### src/common/kbs_pkg.sv
// constants, field layout and state type of the two-wire shift engine
package kbs_pkg;
  // register indices on the plain register port
  localparam logic [2:0] ADDR_BYTE = 3'h0; // shift_byte_register
  localparam logic [2:0] ADDR_STATUS = 3'h1; // shift_status_register, read only
  localparam logic [2:0] ADDR_CONTROL = 3'h2; // shift_control_register
  localparam logic [2:0] ADDR_OUTCTL = 3'h3; // line_output_control
  localparam logic [2:0] ADDR_INREAD = 3'h4; // line_input_readback, read only
  localparam logic [2:0] ADDR_IRQEN = 3'h5; // shift_irq_enables
  // control register fields
  localparam int CTL_ENABLE = 0; // engine enable
  localparam int CTL_XMT = 1; // direction_transmit_bit
  // status register fields
  localparam int ST_START = 0; // start_seen_flag
  localparam int ST_DONE = 1; // transfer_done_flag
  localparam int ST_PARITY_ERROR_FLAG = 2; // parity_error_flag
  localparam int ST_ACH_LO = 3; // active_channel_field low bit
  localparam int ST_STOP_LOW_ERROR_FLAG = 6; // stop_low_error_flag
  // output control fields: data outs in [2:0], clock enables in [5:3]
  localparam int OUT_DATA_LO = 0;
  localparam int OUT_CLK_LO = 3;
  // irq enable fields
  localparam int IE_START = 0; // start_flag_irq_enable
  localparam int IE_END = 1; // end_flag_irq_enable
  localparam int IE_DIRECT = 2; // direct_mode_irq_enable
  // reset values
  localparam logic [7:0] RST_CONTROL = 8'h00;
  localparam logic [7:0] RST_OUTCTL = 8'h07;
  localparam logic [7:0] RST_IRQEN = 8'h00;
  localparam logic [7:0] RST_BYTE = 8'h00;
  // falling-edge indices after the start bit (0 is first after start)
  localparam logic [3:0] RX_PAR_EDGE = 4'h8; // 10th clock overall
  localparam logic [3:0] RX_STOP_EDGE = 4'h9; // 11th clock overall
  localparam logic [3:0] TX_LAST_DATA = 4'h6; // drives bit 7
  localparam logic [3:0] TX_PAR_EDGE = 4'h7; // ninth fall overall
  localparam logic [3:0] TX_STOP_EDGE = 4'h8; // tenth fall overall
  localparam logic [3:0] TX_LC_EDGE = 4'h9; // 11th fall overall
  // engine states
  typedef enum logic [2:0] {
    KBS_OFF, KBS_INACTIVE, KBS_IDLE, KBS_ACTIVE, KBS_END
  } kbs_state_t;
endpackage : kbs_pkg

### src/rtl/kbs_shifter.sv
// three-channel two-wire keyboard/mouse shift engine with direct pin mode
// Notes on behaviour
// - engine irq is level, gated per flag enable
// - receive enable goes inactive, channel enable idles
// - idle picks first starter, others clocks low
// - start bit: clock falls while data low
// - simultaneous starts: lowest channel wins, others aborted
// - receive start sets flag, channel, irq
// - receive samples data on selected clock falls
// - low stop sets frame error, still ends
// - even ones over data plus parity: error
// - stop enters end: clocks low, flag, irq
// - transmit enable: inactive, clocks low, data high
// - transmit idle releases target clock, others low
// - transmit start drives bit0, sets data outs
// - bits 1-7 then odd parity on ninth
// - tenth fall drives stop high, data released
// - line-control bit low ends transmission
// - all channel enables clear aborts to inactive
// - disabled: control bits drive pins directly
// - disabled with direct irq: clocks to irqs
// - least significant bit first both directions
// - active channel field is one-hot
`timescale 1ns/10ps
module kbs_shifter (
  input wire logic clk,
  input wire logic rst,
  input wire logic [2:0] reg_addr,
  input wire logic [7:0] reg_wdata,
  input wire logic reg_wr,
  input wire logic reg_rd,
  output logic [7:0] reg_rdata,
  input wire logic [2:0] chan_clock_pin_in,
  output logic [2:0] chan_clock_pin_out,
  output logic [2:0] chan_clock_pin_oe,
  input wire logic [2:0] chan_data_pin_in,
  output logic [2:0] chan_data_pin_out,
  output logic [2:0] chan_data_pin_oe,
  output logic shifter_irq_line,
  output logic chan2_edge_irq,
  output logic chan3_edge_irq
);

  // lowest set bit as a one-hot vector
  function automatic logic [2:0] first_one(input logic [2:0] v);
    first_one = v[0] ? 3'h1 : (v[1] ? 3'h2 : (v[2] ? 3'h4 : 3'h0));
  endfunction : first_one

  // software registers
  logic [7:0] shift_byte_register; // data to send or byte received
  logic [7:0] shift_control_register;
  logic [7:0] line_output_control;
  logic [7:0] shift_irq_enables;
  // status fields
  logic start_seen_flag;
  logic transfer_done_flag;
  logic parity_error_flag;
  logic stop_low_error_flag;
  logic [2:0] active_channel_field;
  // engine state
  kbs_pkg::kbs_state_t state;
  logic [3:0] edge_cnt; // falls of the selected clock since start
  logic [7:0] shifter; // bit shifter, rx fills from the top
  logic tx_bit; // level driven on the selected data line
  logic tx_par; // odd parity of the byte being sent
  // pin synchronisers, first stage read only by second
  logic [2:0] clk_meta;
  logic [2:0] clk_sync;
  logic [2:0] clk_prev;
  logic [2:0] dat_meta;
  logic [2:0] dat_sync;

  // decode wires
  wire ctl_en = shift_control_register[kbs_pkg::CTL_ENABLE];
  wire ctl_xmt = shift_control_register[kbs_pkg::CTL_XMT];
  wire [2:0] wdat = line_output_control[kbs_pkg::OUT_DATA_LO +: 3];
  wire [2:0] clken = line_output_control[kbs_pkg::OUT_CLK_LO +: 3];
  wire ie_start = shift_irq_enables[kbs_pkg::IE_START];
  wire ie_end = shift_irq_enables[kbs_pkg::IE_END];
  wire ie_direct = shift_irq_enables[kbs_pkg::IE_DIRECT];
  wire abort = ~|clken;
  wire [2:0] clk_fall = clk_prev & ~clk_sync;
  wire [2:0] start_hits = clk_fall & ~dat_sync & clken;
  wire [2:0] start_sel = first_one(start_hits);
  wire sel_fall = |(clk_fall & active_channel_field);
  wire sel_data = |(dat_sync & active_channel_field);
  wire in_idle = (state == kbs_pkg::KBS_IDLE);
  wire in_active = (state == kbs_pkg::KBS_ACTIVE);
  wire start_take = ctl_en & ~abort & in_idle & (|start_hits);
  wire active_fall = ctl_en & ~abort & in_active & sel_fall;
  wire rx_stop = active_fall & ~ctl_xmt & (edge_cnt == kbs_pkg::RX_STOP_EDGE);
  wire tx_lc = active_fall & ctl_xmt & (edge_cnt == kbs_pkg::TX_LC_EDGE) & ~sel_data;
  wire [7:0] status_word = {1'b0, stop_low_error_flag, active_channel_field,
                            parity_error_flag, transfer_done_flag, start_seen_flag};

  // two-flop synchronisers and edge history
  always_ff @(posedge clk or posedge rst) begin
    if (rst) begin
      clk_meta <= 3'h7;
      clk_sync <= 3'h7;
      clk_prev <= 3'h7;
      dat_meta <= 3'h7;
      dat_sync <= 3'h7;
    end else begin
      clk_meta <= chan_clock_pin_in;
      clk_sync <= clk_meta;
      clk_prev <= clk_sync;
      dat_meta <= chan_data_pin_in;
      dat_sync <= dat_meta;
    end
  end

  // software writes; hardware sets data outs on transmit start
  always_ff @(posedge clk or posedge rst) begin
    if (rst) begin
      shift_control_register <= kbs_pkg::RST_CONTROL;
      line_output_control <= kbs_pkg::RST_OUTCTL;
      shift_irq_enables <= kbs_pkg::RST_IRQEN;
    end else begin
      if (reg_wr && reg_addr == kbs_pkg::ADDR_CONTROL) begin
        shift_control_register <= reg_wdata;
      end
      if (reg_wr && reg_addr == kbs_pkg::ADDR_IRQEN) begin
        shift_irq_enables <= reg_wdata;
      end
      // hardware set beats a same-cycle firmware write of the data outs
      if (start_take && ctl_xmt) begin
        line_output_control <= {2'b00, (reg_wr && reg_addr == kbs_pkg::ADDR_OUTCTL)
                                ? reg_wdata[5:3] : clken, 3'h7};
      end else if (reg_wr && reg_addr == kbs_pkg::ADDR_OUTCTL) begin
        line_output_control <= {2'b00, reg_wdata[5:0]};
      end
    end
  end

  // engine state machine
  always_ff @(posedge clk or posedge rst) begin
    if (rst) begin
      state <= kbs_pkg::KBS_OFF;
    end else if (!ctl_en) begin
      state <= kbs_pkg::KBS_OFF;
    end else if (abort) begin
      state <= kbs_pkg::KBS_INACTIVE;
    end else begin
      case (state)
        kbs_pkg::KBS_OFF: state <= kbs_pkg::KBS_IDLE; // enabled with a channel already on
        kbs_pkg::KBS_INACTIVE: state <= kbs_pkg::KBS_IDLE;
        kbs_pkg::KBS_IDLE: begin
          if (|start_hits) begin
            state <= kbs_pkg::KBS_ACTIVE;
          end
        end
        kbs_pkg::KBS_ACTIVE: begin
          if (rx_stop || tx_lc) begin
            state <= kbs_pkg::KBS_END;
          end
        end
        kbs_pkg::KBS_END: state <= kbs_pkg::KBS_END; // held until reset, disable or abort
        default: state <= kbs_pkg::KBS_OFF;
      endcase
    end
  end

  // status flags; cleared while disabled or aborted
  always_ff @(posedge clk or posedge rst) begin
    if (rst) begin
      start_seen_flag <= 1'b0;
      transfer_done_flag <= 1'b0;
      parity_error_flag <= 1'b0;
      stop_low_error_flag <= 1'b0;
      active_channel_field <= 3'h0;
    end else if (!ctl_en || abort) begin
      start_seen_flag <= 1'b0;
      transfer_done_flag <= 1'b0;
      parity_error_flag <= 1'b0;
      stop_low_error_flag <= 1'b0;
      active_channel_field <= 3'h0;
    end else begin
      if (start_take) begin
        start_seen_flag <= 1'b1;
        active_channel_field <= start_sel;
      end
      if (active_fall && !ctl_xmt && edge_cnt == kbs_pkg::RX_PAR_EDGE) begin
        parity_error_flag <= ~(^shifter ^ sel_data);
      end
      if (rx_stop) begin
        stop_low_error_flag <= ~sel_data;
      end
      if (rx_stop || tx_lc) begin
        transfer_done_flag <= 1'b1;
      end
    end
  end

  // bit counter and shifter, least significant bit first
  always_ff @(posedge clk or posedge rst) begin
    if (rst) begin
      edge_cnt <= 4'h0;
      shifter <= 8'h00;
      tx_bit <= 1'b1;
      tx_par <= 1'b1;
    end else if (start_take) begin
      edge_cnt <= 4'h0;
      shifter <= shift_byte_register;
      tx_bit <= shift_byte_register[0];
      tx_par <= ~^shift_byte_register;
    end else if (active_fall) begin
      edge_cnt <= edge_cnt + 4'h1;
      if (!ctl_xmt && edge_cnt < kbs_pkg::RX_PAR_EDGE) begin
        shifter <= {sel_data, shifter[7:1]};
      end else if (ctl_xmt && edge_cnt <= kbs_pkg::TX_LAST_DATA) begin
        shifter <= {1'b0, shifter[7:1]};
        tx_bit <= shifter[1];
      end else if (ctl_xmt && edge_cnt == kbs_pkg::TX_PAR_EDGE) begin
        tx_bit <= tx_par;
      end else if (ctl_xmt && edge_cnt == kbs_pkg::TX_STOP_EDGE) begin
        tx_bit <= 1'b1;
      end
    end
  end

  // data register: firmware byte or received byte at the stop bit
  always_ff @(posedge clk or posedge rst) begin
    if (rst) begin
      shift_byte_register <= kbs_pkg::RST_BYTE;
    end else if (rx_stop) begin
      shift_byte_register <= shifter;
    end else if (reg_wr && reg_addr == kbs_pkg::ADDR_BYTE) begin
      shift_byte_register <= reg_wdata;
    end
  end

  // pin drive: oe high pulls the open-drain line low
  always_ff @(posedge clk or posedge rst) begin
    if (rst) begin
      chan_clock_pin_oe <= 3'h0;
      chan_data_pin_oe <= 3'h0;
      chan_clock_pin_out <= 3'h0;
      chan_data_pin_out <= 3'h0;
    end else begin
      chan_clock_pin_out <= 3'h0;
      chan_data_pin_out <= 3'h0;
      case (state)
        kbs_pkg::KBS_IDLE: begin
          chan_clock_pin_oe <= ~clken;
          chan_data_pin_oe <= ~wdat; // rx keeps data outs high
        end
        kbs_pkg::KBS_ACTIVE: begin
          chan_clock_pin_oe <= ~active_channel_field;
          chan_data_pin_oe <= ctl_xmt ? (active_channel_field & {3{~tx_bit}}) : ~wdat;
        end
        kbs_pkg::KBS_END: begin
          chan_clock_pin_oe <= 3'h7;
          chan_data_pin_oe <= 3'h0;
        end
        default: begin
          chan_clock_pin_oe <= ~clken;
          chan_data_pin_oe <= ~wdat;
        end
      endcase
    end
  end

  // interrupt lines: shift mode uses line 1 only
  always_ff @(posedge clk or posedge rst) begin
    if (rst) begin
      shifter_irq_line <= 1'b0;
      chan2_edge_irq <= 1'b0;
      chan3_edge_irq <= 1'b0;
    end else if (ctl_en) begin
      shifter_irq_line <= (start_seen_flag & ie_start) | (transfer_done_flag & ie_end);
      chan2_edge_irq <= 1'b0;
      chan3_edge_irq <= 1'b0;
    end else begin
      // level copies; the interrupt controller finds the falling edges
      shifter_irq_line <= ie_direct & clk_sync[0];
      chan2_edge_irq <= ie_direct & clk_sync[1];
      chan3_edge_irq <= ie_direct & clk_sync[2];
    end
  end

  // read port: data the cycle after the strobe, zero when unmapped
  always_ff @(posedge clk or posedge rst) begin
    if (rst) begin
      reg_rdata <= 8'h00;
    end else if (reg_rd) begin
      case (reg_addr)
        kbs_pkg::ADDR_BYTE: reg_rdata <= shift_byte_register;
        kbs_pkg::ADDR_STATUS: reg_rdata <= status_word;
        kbs_pkg::ADDR_CONTROL: reg_rdata <= shift_control_register;
        kbs_pkg::ADDR_OUTCTL: reg_rdata <= line_output_control;
        kbs_pkg::ADDR_INREAD: reg_rdata <= {2'b00, clk_sync, dat_sync};
        kbs_pkg::ADDR_IRQEN: reg_rdata <= shift_irq_enables;
        default: reg_rdata <= 8'h00;
      endcase
    end else begin
      reg_rdata <= 8'h00;
    end
  end

  // checks
  property p_irq_end;
    @(posedge clk) disable iff (rst)
    (ctl_en && transfer_done_flag && ie_end) |=> shifter_irq_line;
  endproperty
  a_irq_end: assert property (p_irq_end) else $error("end irq missing");

  property p_start_take;
    @(posedge clk) disable iff (rst)
    start_take |=> (state == kbs_pkg::KBS_ACTIVE) && start_seen_flag
      && active_channel_field == $past(start_sel);
  endproperty
  a_start_take: assert property (p_start_take) else $error("start not taken");

  property p_priority;
    @(posedge clk) disable iff (rst)
    (start_take && start_hits[0]) |=> active_channel_field == 3'h1 ##1
      chan_clock_pin_oe[2:1] == 2'h3;
  endproperty
  a_priority: assert property (p_priority) else $error("priority wrong");

  property p_end_clocks;
    @(posedge clk) disable iff (rst)
    (state == kbs_pkg::KBS_END) |=> chan_clock_pin_oe == 3'h7 && chan_data_pin_oe == 3'h0;
  endproperty
  a_end_clocks: assert property (p_end_clocks) else $error("end pins wrong");

  property p_abort;
    @(posedge clk) disable iff (rst)
    (ctl_en && abort) |=> state == kbs_pkg::KBS_INACTIVE && status_word == 8'h00;
  endproperty
  a_abort: assert property (p_abort) else $error("abort failed");

  property p_parity;
    @(posedge clk) disable iff (rst)
    (active_fall && !ctl_xmt && edge_cnt == kbs_pkg::RX_PAR_EDGE)
      |=> parity_error_flag == ~($past(shifter[0]) ^ ^$past(shifter[7:1]) ^ $past(sel_data));
  endproperty
  a_parity: assert property (p_parity) else $error("parity flag wrong");

  property p_frame;
    @(posedge clk) disable iff (rst)
    (rx_stop && !sel_data) |=> stop_low_error_flag && transfer_done_flag
      && state == kbs_pkg::KBS_END;
  endproperty
  a_frame: assert property (p_frame) else $error("frame error missed");

  property p_direct_pins;
    @(posedge clk) disable iff (rst)
    (state == kbs_pkg::KBS_OFF) |=> chan_clock_pin_oe == ~$past(clken)
      && chan_data_pin_oe == ~$past(wdat);
  endproperty
  a_direct_pins: assert property (p_direct_pins) else $error("direct pins wrong");

  property p_direct_irq;
    @(posedge clk) disable iff (rst)
    (!ctl_en && ie_direct) |=> chan3_edge_irq == $past(clk_sync[2]);
  endproperty
  a_direct_irq: assert property (p_direct_irq) else $error("direct irq wrong");

  property p_tx_stop;
    @(posedge clk) disable iff (rst)
    (active_fall && ctl_xmt && edge_cnt == kbs_pkg::TX_STOP_EDGE) |=> ##1
      (chan_data_pin_oe & active_channel_field) == 3'h0;
  endproperty
  a_tx_stop: assert property (p_tx_stop) else $error("stop not high");

  c_rx_done: cover property (@(posedge clk) disable iff (rst) rx_stop);
  c_tx_done: cover property (@(posedge clk) disable iff (rst) tx_lc);
  c_two_start: cover property (@(posedge clk) disable iff (rst)
    start_take && start_hits[0] && start_hits[1]);
  c_abort_active: cover property (@(posedge clk) disable iff (rst) in_active && abort);

endmodule : kbs_shifter

### config.mk
export PLATFORM = sky130hd
export DESIGN_NAME = kbs_shifter
export DESIGN_NICKNAME = d
export VERILOG_FILES = /design/src/common/kbs_pkg.sv /design/src/rtl/kbs_shifter.sv
export SDC_FILE = /design/constraint.sdc
export NUM_CORES = 1
export LEC_CHECK = 0
export BUFFER_PORTS_ARGS = -buffer_cell sky130_fd_sc_hd__clkbuf_2
export CORE_MARGIN = 3
export CORE_UTILIZATION = 45
export DETAILED_ROUTE_END_ITERATION = 7
export PLACE_DENSITY = 0.73
export SYNTH_ARGS = -nofsm -noshare
export SYNTH_HDL_FRONTEND = slang
export SYNTH_SLANG_ARGS = --single-unit
### constraint.sdc
create_clock -name clk -period 7.6 [get_ports clk]
set_input_delay 1.9 -clock clk [delete_from_list [all_inputs] [get_ports clk]]
set_output_delay 1.9 -clock clk [all_outputs]
set_load 0.03 [all_outputs]
After elaboration in Yosys (flattened, before gate mapping). Index checks and enable logic that the tools add are counted.

Flip-flop bits (word level): 88. Input port bits: 21. Logic and storage cells: 156.

$add $sub $neg: 1. Order comparisons: 2. Eq/ne operators: 15. Multiplexer cells: 43. Bitwise logic cells: 32. Reductions and logical operators: 37.

Operators with widths (count): 8-bit 2-to-1 mux (9); 8-bit case mux with 6 select lines (1); 3-bit 2-to-1 mux (11); 3-bit bitwise AND (6); 1-bit 2-to-1 mux (17); 1-bit bitwise AND (15); 3-bit NOT (5); 2-bit nonzero test (7); 3-bit by 2-bit == test with 1-bit output (second input constant) (4); 3-bit case mux with 2 select lines (2); 3-bit case mux with 4 select lines (1); 3-bit OR reduction (4); 1-bit logical AND (11); 3-bit == test (second input constant) (3); 4-bit == test (second input constant) (2); 4-bit 2-to-1 mux (2); 4-bit by 3-bit inequality test with 1-bit output (second input constant) (2); 8-bit XNOR reduction (1); 8-bit XOR reduction (1); 3-bit by 1-bit == test with 1-bit output (second input constant) (2); 3-bit zero test (2); 4-bit by 1-bit adder with 4-bit output (second input constant) (1); 4-bit by 3-bit == test with 1-bit output (second input constant) (1); 4-bit by 3-bit <= comparator with 1-bit output (second input constant) (1); other kinds (12) (19).

Longest topological paths before layout. Gate-level depths: netlist of run 1.

Word-level depth: 13. Mapped depth: 8.

Least setup slack after synthesis of run 1. OpenSTA, ideal clock, no wires.

Kind: input to register. Start point: in reg_addr[1]. End point: reg line_output_control[3]. Library setup time: 0.125 ns. Arrival time: 3.095 ns. Data required time: 7.475 ns. Setup slack: 4.380 ns. Stages: 4. Path buffers: 2. Cells stage by stage: clkbuf_1 clkbuf_1 nand3_1 mux2_2.

Word-level cells in the longest chain between the ends: 2.

Ends and longest elaborated chain: from (decl) (line kbs_shifter.sv:28) `input wire logic [2:0] reg_addr,`; 3-bit by 2-bit == test with 1-bit output (line kbs_shifter.sv:128, kbs_shifter.sv:130); 1-bit logical AND (line kbs_shifter.sv:128, kbs_shifter.sv:130); to (signal assigned) (line kbs_shifter.sv:117) `line_output_control <= kbs_pkg::RST_OUTCTL;`; to (signal assigned) (line kbs_shifter.sv:128) `line_output_control <= {2'b00, (reg_wr && reg_addr == kbs_pkg::ADDR_OUTCTL)`; to (signal assigned) (line kbs_shifter.sv:131) `line_output_control <= {2'b00, reg_wdata[5:0]};`; to (decl) (line kbs_shifter.sv:52) `logic [7:0] line_output_control;`.

Every way passes these cells. A chain may end at the register's enable or synchronous reset.

Final worst setup path of run 1.
Start point: in reg_addr[0]. End point: reg shift_byte_register[1].

Word-level cells in the longest chain between the ends: 3.

Ends and longest elaborated chain: 3-bit zero test (line kbs_shifter.sv:228) `end else if (reg_wr && reg_addr == kbs_pkg::ADDR_BYTE) begin`; 1-bit logical AND (line kbs_shifter.sv:228); 2-bit nonzero test (no source line); to (signal assigned) (line kbs_shifter.sv:225) `shift_byte_register <= kbs_pkg::RST_BYTE;`; to (signal assigned) (line kbs_shifter.sv:227) `shift_byte_register <= shifter;`; to (signal assigned) (line kbs_shifter.sv:229) `shift_byte_register <= reg_wdata;`; to (decl) (line kbs_shifter.sv:50) `logic [7:0] shift_byte_register;`.

Every way passes these cells.

==> results by group, run 1 <==
Hold path
  • Worst Hold Depth: 0
  • Hold endpoint: clk_sync[2]$_DFF_PP1_
  • Worst min path class: reg2reg
  • Hold path start: clk_meta[2]$_DFF_PP1_

Critical path
  • CP Capture Type: flip-flop
  • Critical-path cell list: clkbuf_2 > nor4b_2 > mux2i_1 > a21oi_1
  • R2r setup slk: 4780 ps
  • Reg-to-Reg End: shift_byte_register[6]$_DFFE_PP0P_
  • Worst setup SP type: input port
  • CP startpoint: reg_addr[0]
  • Required @ worst endpoint: 7810 ps
  • FF-to-FF Start: shift_control_register[0]$_DFFE_PP0P_
  • Crit-path max cell delay: 1030 ps
  • Crit-path slowest cell: nor4b_2
  • Arrival @ worst endpoint: 3610 ps
  • Reg2Reg Depth: 5
  • Critical Path Fanout Max: 19
  • CP Class: in2reg

Clock network
  • Cts hold-fix bufs: 0
  • Clk Latency, worst-skew pair: 360 ps
  • Clk sinks: 86
  • Worst-case clock buffer depth: 2
  • CTS root buffer: clkbuf_8
  • CTS buffer count: 9
  • Post-CTS Resized: 0
  • Post CTS Setup Buffer Count: 0
  • CTS clk-pin slew, worst paths: 90 ps
  • CTS H-tree lvls: 3
  • CTS tree: built

Floorplanning
  • Die area: 10300 µm²
  • Die Ht: 101 µm
  • Initial core utilization: 46.7%
  • Die X: 101 µm
  • FP Rows: 34
  • Core Region: 8760 µm²
  • I/O pin count: 44

Synthesis
  • Synth warnings: 0
  • Syn_area_per_cell: 11.5 µm²
  • Post-synth EDFFs: 0
  • Synthesized area: 4090 µm²
  • Post-synthesis sequential area ratio: 53.2%
  • Synth async-reset ratio: 100%
  • Mapped Cells: 355
  • Post-synth cell types: 52
  • Most used DFF post-synth: dfrtp_1
  • Post-synthesis register bit count: 86

Power
  • Pwr dens: 292 nW/µm²
  • Leakage: 2.05 nW
  • VDD IR-drop max: 0.121 mV
  • Power, Total: 1.33 mW

Route
  • Antenna Nets Post-Route: 0
  • Met3 Wirelength: 370 µm
  • Wl on met1: 3.91 mm
  • Remaining DRCs: 0
  • Max layer used: met4
  • DR WL/cell: 17.8 µm
  • Routed vias: 2793
  • Met2 wire length: 4.38 mm
  • Drt pass-1 iters: 4
  • Initial DRC count: 214
  • Vias per inst: 5.60
  • Routed Wire Length: 8.86 mm

Global routing
  • Vias in the first global route: 2810
  • Initial antenna violation count: 0
  • GRT Util Overall: 18.4%
  • Largest net degree at the start of global routing: 87
  • Grt ovf: 0
  • Global-route wire length before repair: 14.6 mm

Place
  • I/O Buffers: 37
  • HPWL after DPL: 6.24 mm
  • Global placement routability congestion: 0.822
  • Placed Cells incl. Taps: 483

Timing
  • Worst Clk Skew: 8.51 ps
  • Slew headroom: 21.6%
  • Fin crit period: 3400 ps
  • Slew @ Worst Pin: 1170 ps
  • Final setup viols: 0
  • Fmax: 294 MHz
  • RSZ-0062 raised after global routing: false
  • Final hold vios: 0
  • Setup TNS: 0 ps
  • Final period util: 44.7%
  • Slew Viols, Final: 0

Run status
  • Status: complete, no violations

Cells and area
  • Most frequent cells in the layout: dfrtp_1 (66), clkbuf_2 (37), mux2_2 (27), nor2_1 (26), nand2_1 (23)
  • Layout Nets: 410
  • N_diodes: 0
  • Area Overhead vs Synth: 11.1%
  • Post-route insts no fill: 499
  • Most common cell after layout, fill and taps aside: dfrtp_1
  • Layout cell share with drive strength beyond 1: 28.4%

Flow run
  • Max-Cap Viols: 0
-- where the power goes --
group          internal (mW)  switching (mW)
clock network          0.196           0.170
registers              0.551          0.0920
logic                  0.163           0.157
total                  0.910           0.419
-- critical path, delay by kind of cell --
family                 cells  cell delay, ps
AOI/OAI and AO/OA          1              90
and+or+nand+nor            1            1030
muxes                      1             300
buffers and inverters      1             290
-- layout make-up --
cell class	count	area, µm²
fill	792	4220
sequential	86	2180
multi-input combinational	241	1770
timing repair buffer	39	200
clock buffer	10	138
tap	108	135
clock inverter	6	92.6
inverter	9	35.0
-- kinds of logic after synthesis --
logic type | share of synthesized area, %
AND/OR/NAND/NOR | 12.0
flip-flops | 53.2
XOR/XNOR | 3.97
multiplexers | 13.1
adder cells (fa/ha/maj) | 0.917
buffers and inverters | 4.19
AO/OA/AOI/OAI | 12.6
other | 0.0916
-- routing by layer --
layer / up-vias / GRT usage (%)
li1: 1309 / -
met2: 68 / 29.2
met3: 16 / 3.03
met5: - / 0
met4: 0 / 8.49
met1: 1400 / 24.9
-- synth_stat cells (all sizes together) (3+ instances only) --
cell    instances  area [µm²]
dfrtp          66        1650
mux2           28         319
nor2           26        97.6
nand2          23        86.3
dfstp          20         526
a21oi          19        95.1
mux2i          17         170
xnor2          14         123
buf            13        95.1
clkbuf         11        42.5
nand3          10        50.1
o21ai          10        50.1
a21o            9        67.6
and2            9        56.3
inv             9        33.8
a22o            7        61.3
a22oi           7        52.6
nor2b           6        37.5
nand3b          5        37.5
o22ai           5        31.3
o31ai           4        48.8
ha              3        37.5
nand2b          3        18.8
-- worst max-delay path by stage --
stage,to,slack [ps]
detailed placement,shift_byte_register[1]$_DFFE_PP0P_,3850
global route,shift_byte_register[4]$_DFFE_PP0P_,4100
global placement,shift_byte_register[3]$_DFFE_PP0P_,3940
finish,shift_byte_register[1]$_DFFE_PP0P_,4200
floorplan,active_channel_field[0]$_DFFE_PP0P_,3510
CTS,shift_byte_register[6]$_DFFE_PP0P_,4210
-- registers in the layout, summed over array words and instances, names as in the netlist, 3 cells and up --
signal	count
shift_irq_enables	8
shift_byte_register	8
state	3
shift_control_register	8
clk_prev	3
clk_sync	3
dat_sync	3
edge_cnt	4
dat_meta	3
chan_clock_pin_oe	3
clk_meta	3
chan_data_pin_oe	3
shifter	8
active_channel_field	3
line_output_control	6
reg_rdata	8
-- through the flow --
stage / utilization, % / hold slack [ps] / instance area [µm²] / setup WS, ps
after floorplan: - / 345 / 4110 / 3510
final: 51.9 / 358 / 4550 / 4200
after global placement: 49.3 / 346 / 4320 / 3940
after CTS: 51.9 / 360 / 4550 / 4210
after global routing: 51.9 / 362 / 4550 / 4100
after detailed placement: 49.3 / 347 / 4320 / 3850
Power figures use the tool's default switching activity.
==> run 2: changes to the inputs <==
==> constraint.sdc (replaced) <==
create_clock -name clk -period 3.3 [get_ports clk]
set_input_delay 0.825 -clock clk [delete_from_list [all_inputs] [get_ports clk]]
set_output_delay 0.825 -clock clk [all_outputs]
set_load 0.03 [all_outputs]
==> run 2 against run 1 <==
Against the previous run:
- total power increased by 130%
- utilization increased by 0.27 points
- count of clock-buffer cells in the layout decreased by 1
- hold slack improved by 1.2 ps
- first-iteration DRC count decreased by 7.5%
- sequential power increased by 130%
- global-route usage increased by 0.10 points
- combinational power increased by 130%
- highest routed layer unchanged
- design area increased by 0.52%
- largest power group unchanged
==> results by group, run 2 (synthesis gave the netlist of run 1 again) <==
Clock network
  • Clk sinks: 86 (unchanged)
  • CTS tree: built
  • CTS buffer count: 9 (unchanged)
  • Clk Latency, worst-skew pair: 360 ps (about the same)
  • Worst-case clock buffer depth: 2 (unchanged)
  • CTS H-tree lvls: 3 (unchanged)
  • Post-CTS Resized: 0 (unchanged)
  • Cts hold-fix bufs: 0 (unchanged)
  • CTS root buffer: clkbuf_8
  • Post CTS Setup Buffer Count: 0 (unchanged)
  • CTS clk-pin slew, worst paths: 90 ps (about the same)

Global routing
  • Met2 Use GR: 29.4% (+0.20 points)
  • GRT Util Overall: 18.5% (+0.10 points)
  • Initial antenna violation count: 0 (unchanged)
  • Global-route wire length before repair: 14.7 mm (+0.71%)
  • Largest net degree at the start of global routing: 54 (-38%)
  • Grt ovf: 0 (unchanged)
  • M3 GR Usage: 3.72% (+0.69 points)
  • GR peak layer: met2
  • Met1 Use GR: 25.6% (+0.78 points)
  • Vias in the first global route: 2781 (-1.0%)

Timing
  • Final hold vios: 0 (unchanged)
  • Slew headroom: 54.4% (+33 points)
  • RSZ-0062 raised after global routing: false
  • Fin crit period: 2370 ps
  • Fmax: 422 MHz
  • Worst Clk Skew: 13.1 ps (+4.55 ps)
  • Final period util: 71.8%
  • Final setup viols: 0 (unchanged)
  • Slew Viols, Final: 0 (unchanged)
  • Slew @ Worst Pin: 680 ps (-492 ps)
  • Setup TNS: 0 ps (unchanged)

Critical path
  • CP Capture Type: flip-flop
  • Critical-path cell list: nor4bb_1 > o31ai_2 > nor2_1 > buf_4 > nor2_1 > a21o_1
  • CP Class: reg2reg
  • Crit-path slowest cell: dfrtp_1
  • Crit-path max cell delay: 580 ps (-450 ps)
  • Required @ worst endpoint: 3550 ps (-4260 ps)
  • Critical Path Fanout Max: 17 (-2)
  • Worst setup SP type: flip-flop
  • Crit-path most repeated cell: nor2_1
  • Arrival @ worst endpoint: 2620 ps (-990 ps)

Place
  • HPWL after DPL: 6.36 mm (+2.0%)
  • Post-DP Area: 4340 µm² (+0.64%)
  • I/O Buffers: 37 (unchanged)
  • Global placement routability congestion: 0.817 (-0.55%)

Power
  • Pwr dens: 671 nW/µm² (+130%)
  • Sw Share: 32.1% (+0.56 points)
  • Sequential share of power: 48.2% (-0.2 points)
  • Switching pwr: 0.983 mW (+130%)
  • VDD IR-drop max: 0.278 mV (+130%)
  • Leakage: 2.07 nW (+0.82%)
  • Pint: 2.08 mW (+130%)
  • Combinational Power Share: 24.5% (+0.4 points)
  • Clock power share: 27.3% (-0.2 points)

Route
  • Routed Wire Length: 9.06 mm (+2.2%)
  • DR WL/cell: 18.1 µm (+1.8%)
  • Remaining DRCs: 0 (unchanged)
  • Antenna Nets Post-Route: 0 (unchanged)
  • Routed vias: 2840 (+1.7%)
  • Initial DRC count: 198 (-7.5%)
  • Drt pass-1 iters: 4 (unchanged)
  • Vias per inst: 5.67 (+1.3%)

Flow run
  • Max-Cap Viols: 0 (unchanged)

Hold path
  • Worst min path class: reg2reg

Cells and area
  • N_diodes: 0 (unchanged)
  • Most common cell after layout, fill and taps aside: dfrtp_1
  • Layout cell share with drive strength beyond 1: 28.8% (+0.36 points)
  • Layout Nets: 412 (+0.49%)
  • Area Overhead vs Synth: 11.7%
  • Final instance area: 4570 µm² (+0.52%)
  • Most frequent cells in the layout: dfrtp_1 (66), clkbuf_2 (37), mux2_2 (27), nor2_1 (26), nand2_1 (23)
  • Filler cell count: 777 (-1.9%)

Floorplanning
  • I/O pin count: 44 (unchanged)
  • Die Ht: 101 µm (unchanged)
  • Initial core utilization: 46.7% (unchanged)
  • Die area: 10300 µm² (unchanged)
  • FP Rows: 34 (unchanged)
  • Die X: 101 µm (unchanged)
  • Core Region: 8760 µm² (unchanged)

Run status
  • Status: complete, no violations
run 2: final timing paths:
path                                                          from                       to  slack [ps]  cells past startpoint
max in group asynchronous                                      rst    clk_meta[1]$_DFF_PP1_        2070                      3
worst min-delay path                         dat_meta[1]$_DFF_PP1_    dat_sync[1]$_DFF_PP1_         360                      0
worst max-delay path            line_output_control[5]$_DFFE_PP0P_   shifter[2]$_DFFE_PP0P_         930                      6
min in group asynchronous                                      rst  edge_cnt[1]$_DFFE_PP0P_         500                      2
worst max register to register  line_output_control[5]$_DFFE_PP0P_   shifter[2]$_DFFE_PP0P_         930                      6
worst min register to register               dat_meta[1]$_DFF_PP1_    dat_sync[1]$_DFF_PP1_         360                      0
run 2: final cells by class:
type / count / area [µm²] / share of cell area (%)
clock buffer: 9 / 124 / 2.71
clock inverter: 7 / 103 / 2.24
inverter: 9 / 35.0 / 0.766
multi-input combinational: 241 / 1770 / 38.7
sequential: 86 / 2180 / 47.6
tap: 108 / 135 / 2.96
timing repair buffer: 41 / 228 / 4.98
run 2: metrics by stage:
stage / instances / total power, mW / hold WS [ps] / worst slack, ps / util [%]
5_1_grt: 501 / 3.22 / 365 / 798 / 52.2
4_1_cts: 501 / 3.09 / 361 / 966 / 52.2
6_report: 501 / 3.07 / 360 / 929 / 52.2
2_1_floorplan: 360 / 2.04 / 345 / 286 / -
3_3_place_gp: 485 / 2.22 / 346 / 832 / 49.6
3_5_place_dp: 485 / 2.24 / 347 / 828 / 49.6
run 2: power groups by stage:
stage               sequential, mW  combinational (mW)  clock [mW]
global route                  1.50               0.822       0.890
CTS                           1.47               0.760       0.851
floorplan                     1.49               0.550           0
finish                        1.48               0.752       0.836
global placement              1.48               0.737           0
detailed placement            1.49               0.749           0
run 2: metal layers:
metal  routed length [µm]  up-vias
met5                    0        -
met3                  512       13
met4                  118        0
li1                     -     1315
met1                 4060     1427
met2                 4370       85
run 2: worst max-delay path, delay by kind of cell (launching register included):
| family | cells | cell delay [ps] |
|---|---|---|
| AO/OA/AOI/OAI | 2 | 370 |
| flip-flops | 1 | 580 |
| buffers and inverters | 1 | 300 |
| AND/OR/NAND/NOR | 3 | 1010 |
==> run 3: changes to the inputs <==
--- a/config.mk
+++ b/config.mk
@@ -5,6 +5,7 @@
 export SDC_FILE = /design/constraint.sdc
 export NUM_CORES = 1
 export LEC_CHECK = 0
+export ABC_AREA = 1
 export BUFFER_PORTS_ARGS = -buffer_cell sky130_fd_sc_hd__clkbuf_2
 export CORE_MARGIN = 3
 export CORE_UTILIZATION = 45
==> constraint.sdc (replaced) <==
create_clock -name clk -period 2.2 [get_ports clk]
set_input_delay 0.55 -clock clk [delete_from_list [all_inputs] [get_ports clk]]
set_output_delay 0.55 -clock clk [all_outputs]
set_load 0.03 [all_outputs]
==> run 3 against run 2 <==
Against the previous run:
- utilization increased by 1.2 points
- worst setup slack got worse by 520 ps
- total power increased by 34%
- die area increased by 4.2%
- synthesized cell count increased by 37%
- clock power increased by 39%
- synthesized area increased by 4.5%
- count of clock-buffer cells in the layout increased by 1
- largest cell class unchanged
- highest routed layer unchanged
==> results by group, run 3 <==
Critical path
  • Worst setup SP type: flip-flop
  • CP Class: reg2reg
  • Arrival @ worst endpoint: 2040 ps (-580 ps)
  • CP top delay family: simple AND/OR/NAND/NOR gates
  • Crit-path max cell delay: 480 ps (-100 ps)
  • Critical-path cell list: nor2_1 > nand2_2 > nand2_4 > nor2_2 > nand2_2 > inv_2 > nand2_1 > nand3_1 > nand2_1
  • Crit path buf inv count: 1 (unchanged)
  • Critical Path Fanout Max: 21 (+4)
  • Crit-path slowest cell: dfrtp_1
  • Required @ worst endpoint: 2450 ps (-1100 ps)
  • CP Capture Type: flip-flop

Clock network
  • CTS tree: built
  • CTS root buffer: clkbuf_8
  • Worst-case clock buffer depth: 2 (unchanged)
  • Clk sinks: 86 (unchanged)
  • CTS H-tree lvls: 3 (unchanged)
  • Post-CTS Resized: 0 (unchanged)
  • Post CTS Setup Buffer Count: 0 (unchanged)
  • CTS buffer count: 9 (unchanged)
  • Clk Latency, worst-skew pair: 360 ps (about the same)
  • CTS clk-pin slew, worst paths: 90 ps (about the same)
  • Cts hold-fix bufs: 0 (unchanged)

Floorplanning
  • Die area: 10700 µm² (+4.2%)
  • I/O pin count: 44 (unchanged)
  • FP Rows: 34 (unchanged)
  • Die X: 103 µm (+2.1%)
  • Initial core utilization: 47.6% (+0.93 points)
  • Die Ht: 103 µm (+2.1%)
  • Core Region: 8980 µm² (+2.4%)

Timing
  • Final hold vios: 0 (unchanged)
  • Final setup viols: 0 (unchanged)
  • Slew @ Worst Pin: 616 ps (-63.7 ps)
  • Slew Viols, Final: 0 (unchanged)
  • Slew headroom: 58.8% (+4.4 points)
  • Fin crit period: 1790 ps (-584 ps)
  • RSZ-0062 raised after global routing: false
  • Fmax: 560 MHz (+33%)
  • Worst Clk Skew: 8.77 ps (-4.29 ps)
  • Final period util: 81.2% (+9.4 points)
  • Setup TNS: 0 ps (unchanged)

Route
  • Vias per inst: 5.33 (-5.9%)
  • Antenna Nets Post-Route: 0 (unchanged)
  • Routed vias: 3520 (+24%)
  • Routed Wire Length: 10.1 mm (+11%)
  • Drt pass-1 iters: 6 (+2)
  • Initial DRC count: 254 (+28%)
  • Remaining DRCs: 0 (unchanged)
  • DR WL/cell: 15.3 µm (-16%)

Run status
  • Status: complete, no violations

Place
  • HPWL after DPL: 7.59 mm (+19%)
  • Placed Cells incl. Taps: 644 (+33%)
  • Global placement routability congestion: 0.953 (+17%)
  • I/O Buffers: 37 (unchanged)
  • Post-DP Area: 4580 µm² (+5.5%)

Cells and area
  • Final instance area: 4790 µm² (+4.8%)
  • Post-route insts no fill: 660 (+32%)
  • Most common cell after layout, fill and taps aside: nand2_1
  • Final Util: 53.3% (+1.2 points)
  • N_diodes: 0 (unchanged)
  • Filler cell count: 807 (+3.9%)
  • Layout Nets: 553 (+34%)
  • Layout cell share with drive strength beyond 1: 23.2% (-5.5 points)
  • Area occupied by multi-input gates: 1760 µm² (-0.64%)
  • Register area: 2180 µm² (unchanged)
  • Area Overhead vs Synth: 12.0%
  • Most frequent cells in the layout: nand2_1 (120), dfrtp_1 (66), nand3_1 (64), inv_1 (57), clkbuf_2 (37)

Synthesis
  • Post-synth EDFFs: 0 (unchanged)
  • Post-Synth Adder-Cell Area: 0.878% (-0.039 points)
  • Synth area leader: dfrtp_1
  • Synth Area in Simple Gates: 26.2% (+14 points)
  • Most common cell in the netlist: nand2_1
  • Xor and xnor area share after synthesis: 2.25% (-1.7 points)
  • Post-synth cell types: 41 (-21%)
  • Synth async-reset ratio: 100% (unchanged)
  • Most used DFF post-synth: dfrtp_1
  • Synth warnings: 0 (unchanged)
  • Top cells by count, synth: nand2_1 (120), dfrtp_1 (66), nand3_1 (64), inv_1 (58), o21ai_0 (22)
  • Syn_area_per_cell: 8.80 µm² (-24%)
  • Post-synth top area share: 38.6% (-1.7 points)
  • Synth area leaders: dfrtp_1 (39%), dfstp_2 (12%), nand2_1 (11%)
  • Post-synthesis register bit count: 86 (unchanged)
  • Synthesized area: 4280 µm² (+4.5%)
  • Mapped Cells: 486 (+37%)
  • Compound-Gate Fraction of Synth Area: 11.3% (-1.4 points)
  • Post-synthesis sequential area ratio: 50.9% (-2.3 points)
  • Main combinational cell family by area after synthesis: simple AND/OR/NAND/NOR gates
  • Post-synthesis mux area share: 0% (-13 points)

Power
  • Leakage: 2.39 nW (+16%)
  • Power, Total: 4.12 mW (+34%)
  • VDD IR-drop max: 0.402 mV (+45%)
  • Pwr dens: 860 nW/µm² (+28%)

Global routing
  • Grt ovf: 0 (unchanged)
  • Global-route wire length before repair: 16.4 mm (+12%)
  • Largest net degree at the start of global routing: 26 (-52%)
  • GRT Util Overall: 20.3% (+1.7 points)
  • Vias in the first global route: 3426 (+23%)
  • Initial antenna violation count: 0 (unchanged)

Flow run
  • Max-Cap Viols: 0 (unchanged)

Hold path
  • Worst min path class: in2async
run 3: changes by cell type after synthesis, moves of 12 or more:
cell,change
nand2_1,+97
o21ai_2,+16
mux2_2,-27
o21ai_0,+12
nand3_1,+54
inv_1,+49
mux2i_1,-17
run 3: cells by family after synthesis:
logic type                 count (synthesis)
AOI/OAI and AO/OA                         73
xor gates and xnor gates                  11
adders and majority gates                  3
buffers and inverters                     78
DFF                                       86
other                                      1
and+or+nand+nor                          234
run 3: through the flow:
| stage | setup slack [ps] | hold slack (ps) |
|---|---|---|
| 2_1_floorplan | 673 | 345 |
| 3_3_place_gp | 504 | 347 |
| 3_5_place_dp | 494 | 347 |
| 4_1_cts | 463 | 250 |
| 5_1_grt | 270 | 245 |
| 6_report | 413 | 247 |
run 3: layout make-up:
class                      instances  share of cell area (%)
tap                              126                    3.29
clock inverter                     6                    1.44
sequential                        86                    45.5
clock buffer                      10                    2.87
multi-input combinational        327                    36.7
inverter                          65                    5.36
timing repair buffer              40                    4.86
run 3: power breakdown:
part           leakage, nW  internal, mW  total [mW]  switching [mW]
Clock                0.103         0.564        1.16           0.592
Sequential            1.06          1.83        2.05           0.216
Combinational         1.22         0.329       0.918           0.589
Total                 2.39          2.72        4.12            1.40
run 3: path summary, 6_finish.rpt:
| check | from | end | slack, ps | cells after the start |
|---|---|---|---|---|
| min in group clk | chan_clock_pin_in[1] | clk_meta[1]$_DFF_PP1_ | 260 | 1 |
| max reg2reg | line_output_control[4]$_DFFE_PP0P_ | shifter[7]$_DFFE_PP0P_ | 410 | 9 |
| min | rst | shift_irq_enables[5]$_DFFE_PP0P_ | 250 | 2 |
| min reg2reg | dat_meta[2]$_DFF_PP1_ | dat_sync[2]$_DFF_PP1_ | 360 | 0 |
| max | line_output_control[4]$_DFFE_PP0P_ | shifter[7]$_DFFE_PP0P_ | 410 | 9 |
| max in group asynchronous | rst | edge_cnt[2]$_DFFE_PP0P_ | 1350 | 3 |
run 3: per-layer routing:
metal	share of wire, %	track usage (%)
met5	0	0
met4	3.5	10.3
met3	7.3	4.29
met2	46	30.7
met1	43	27.5
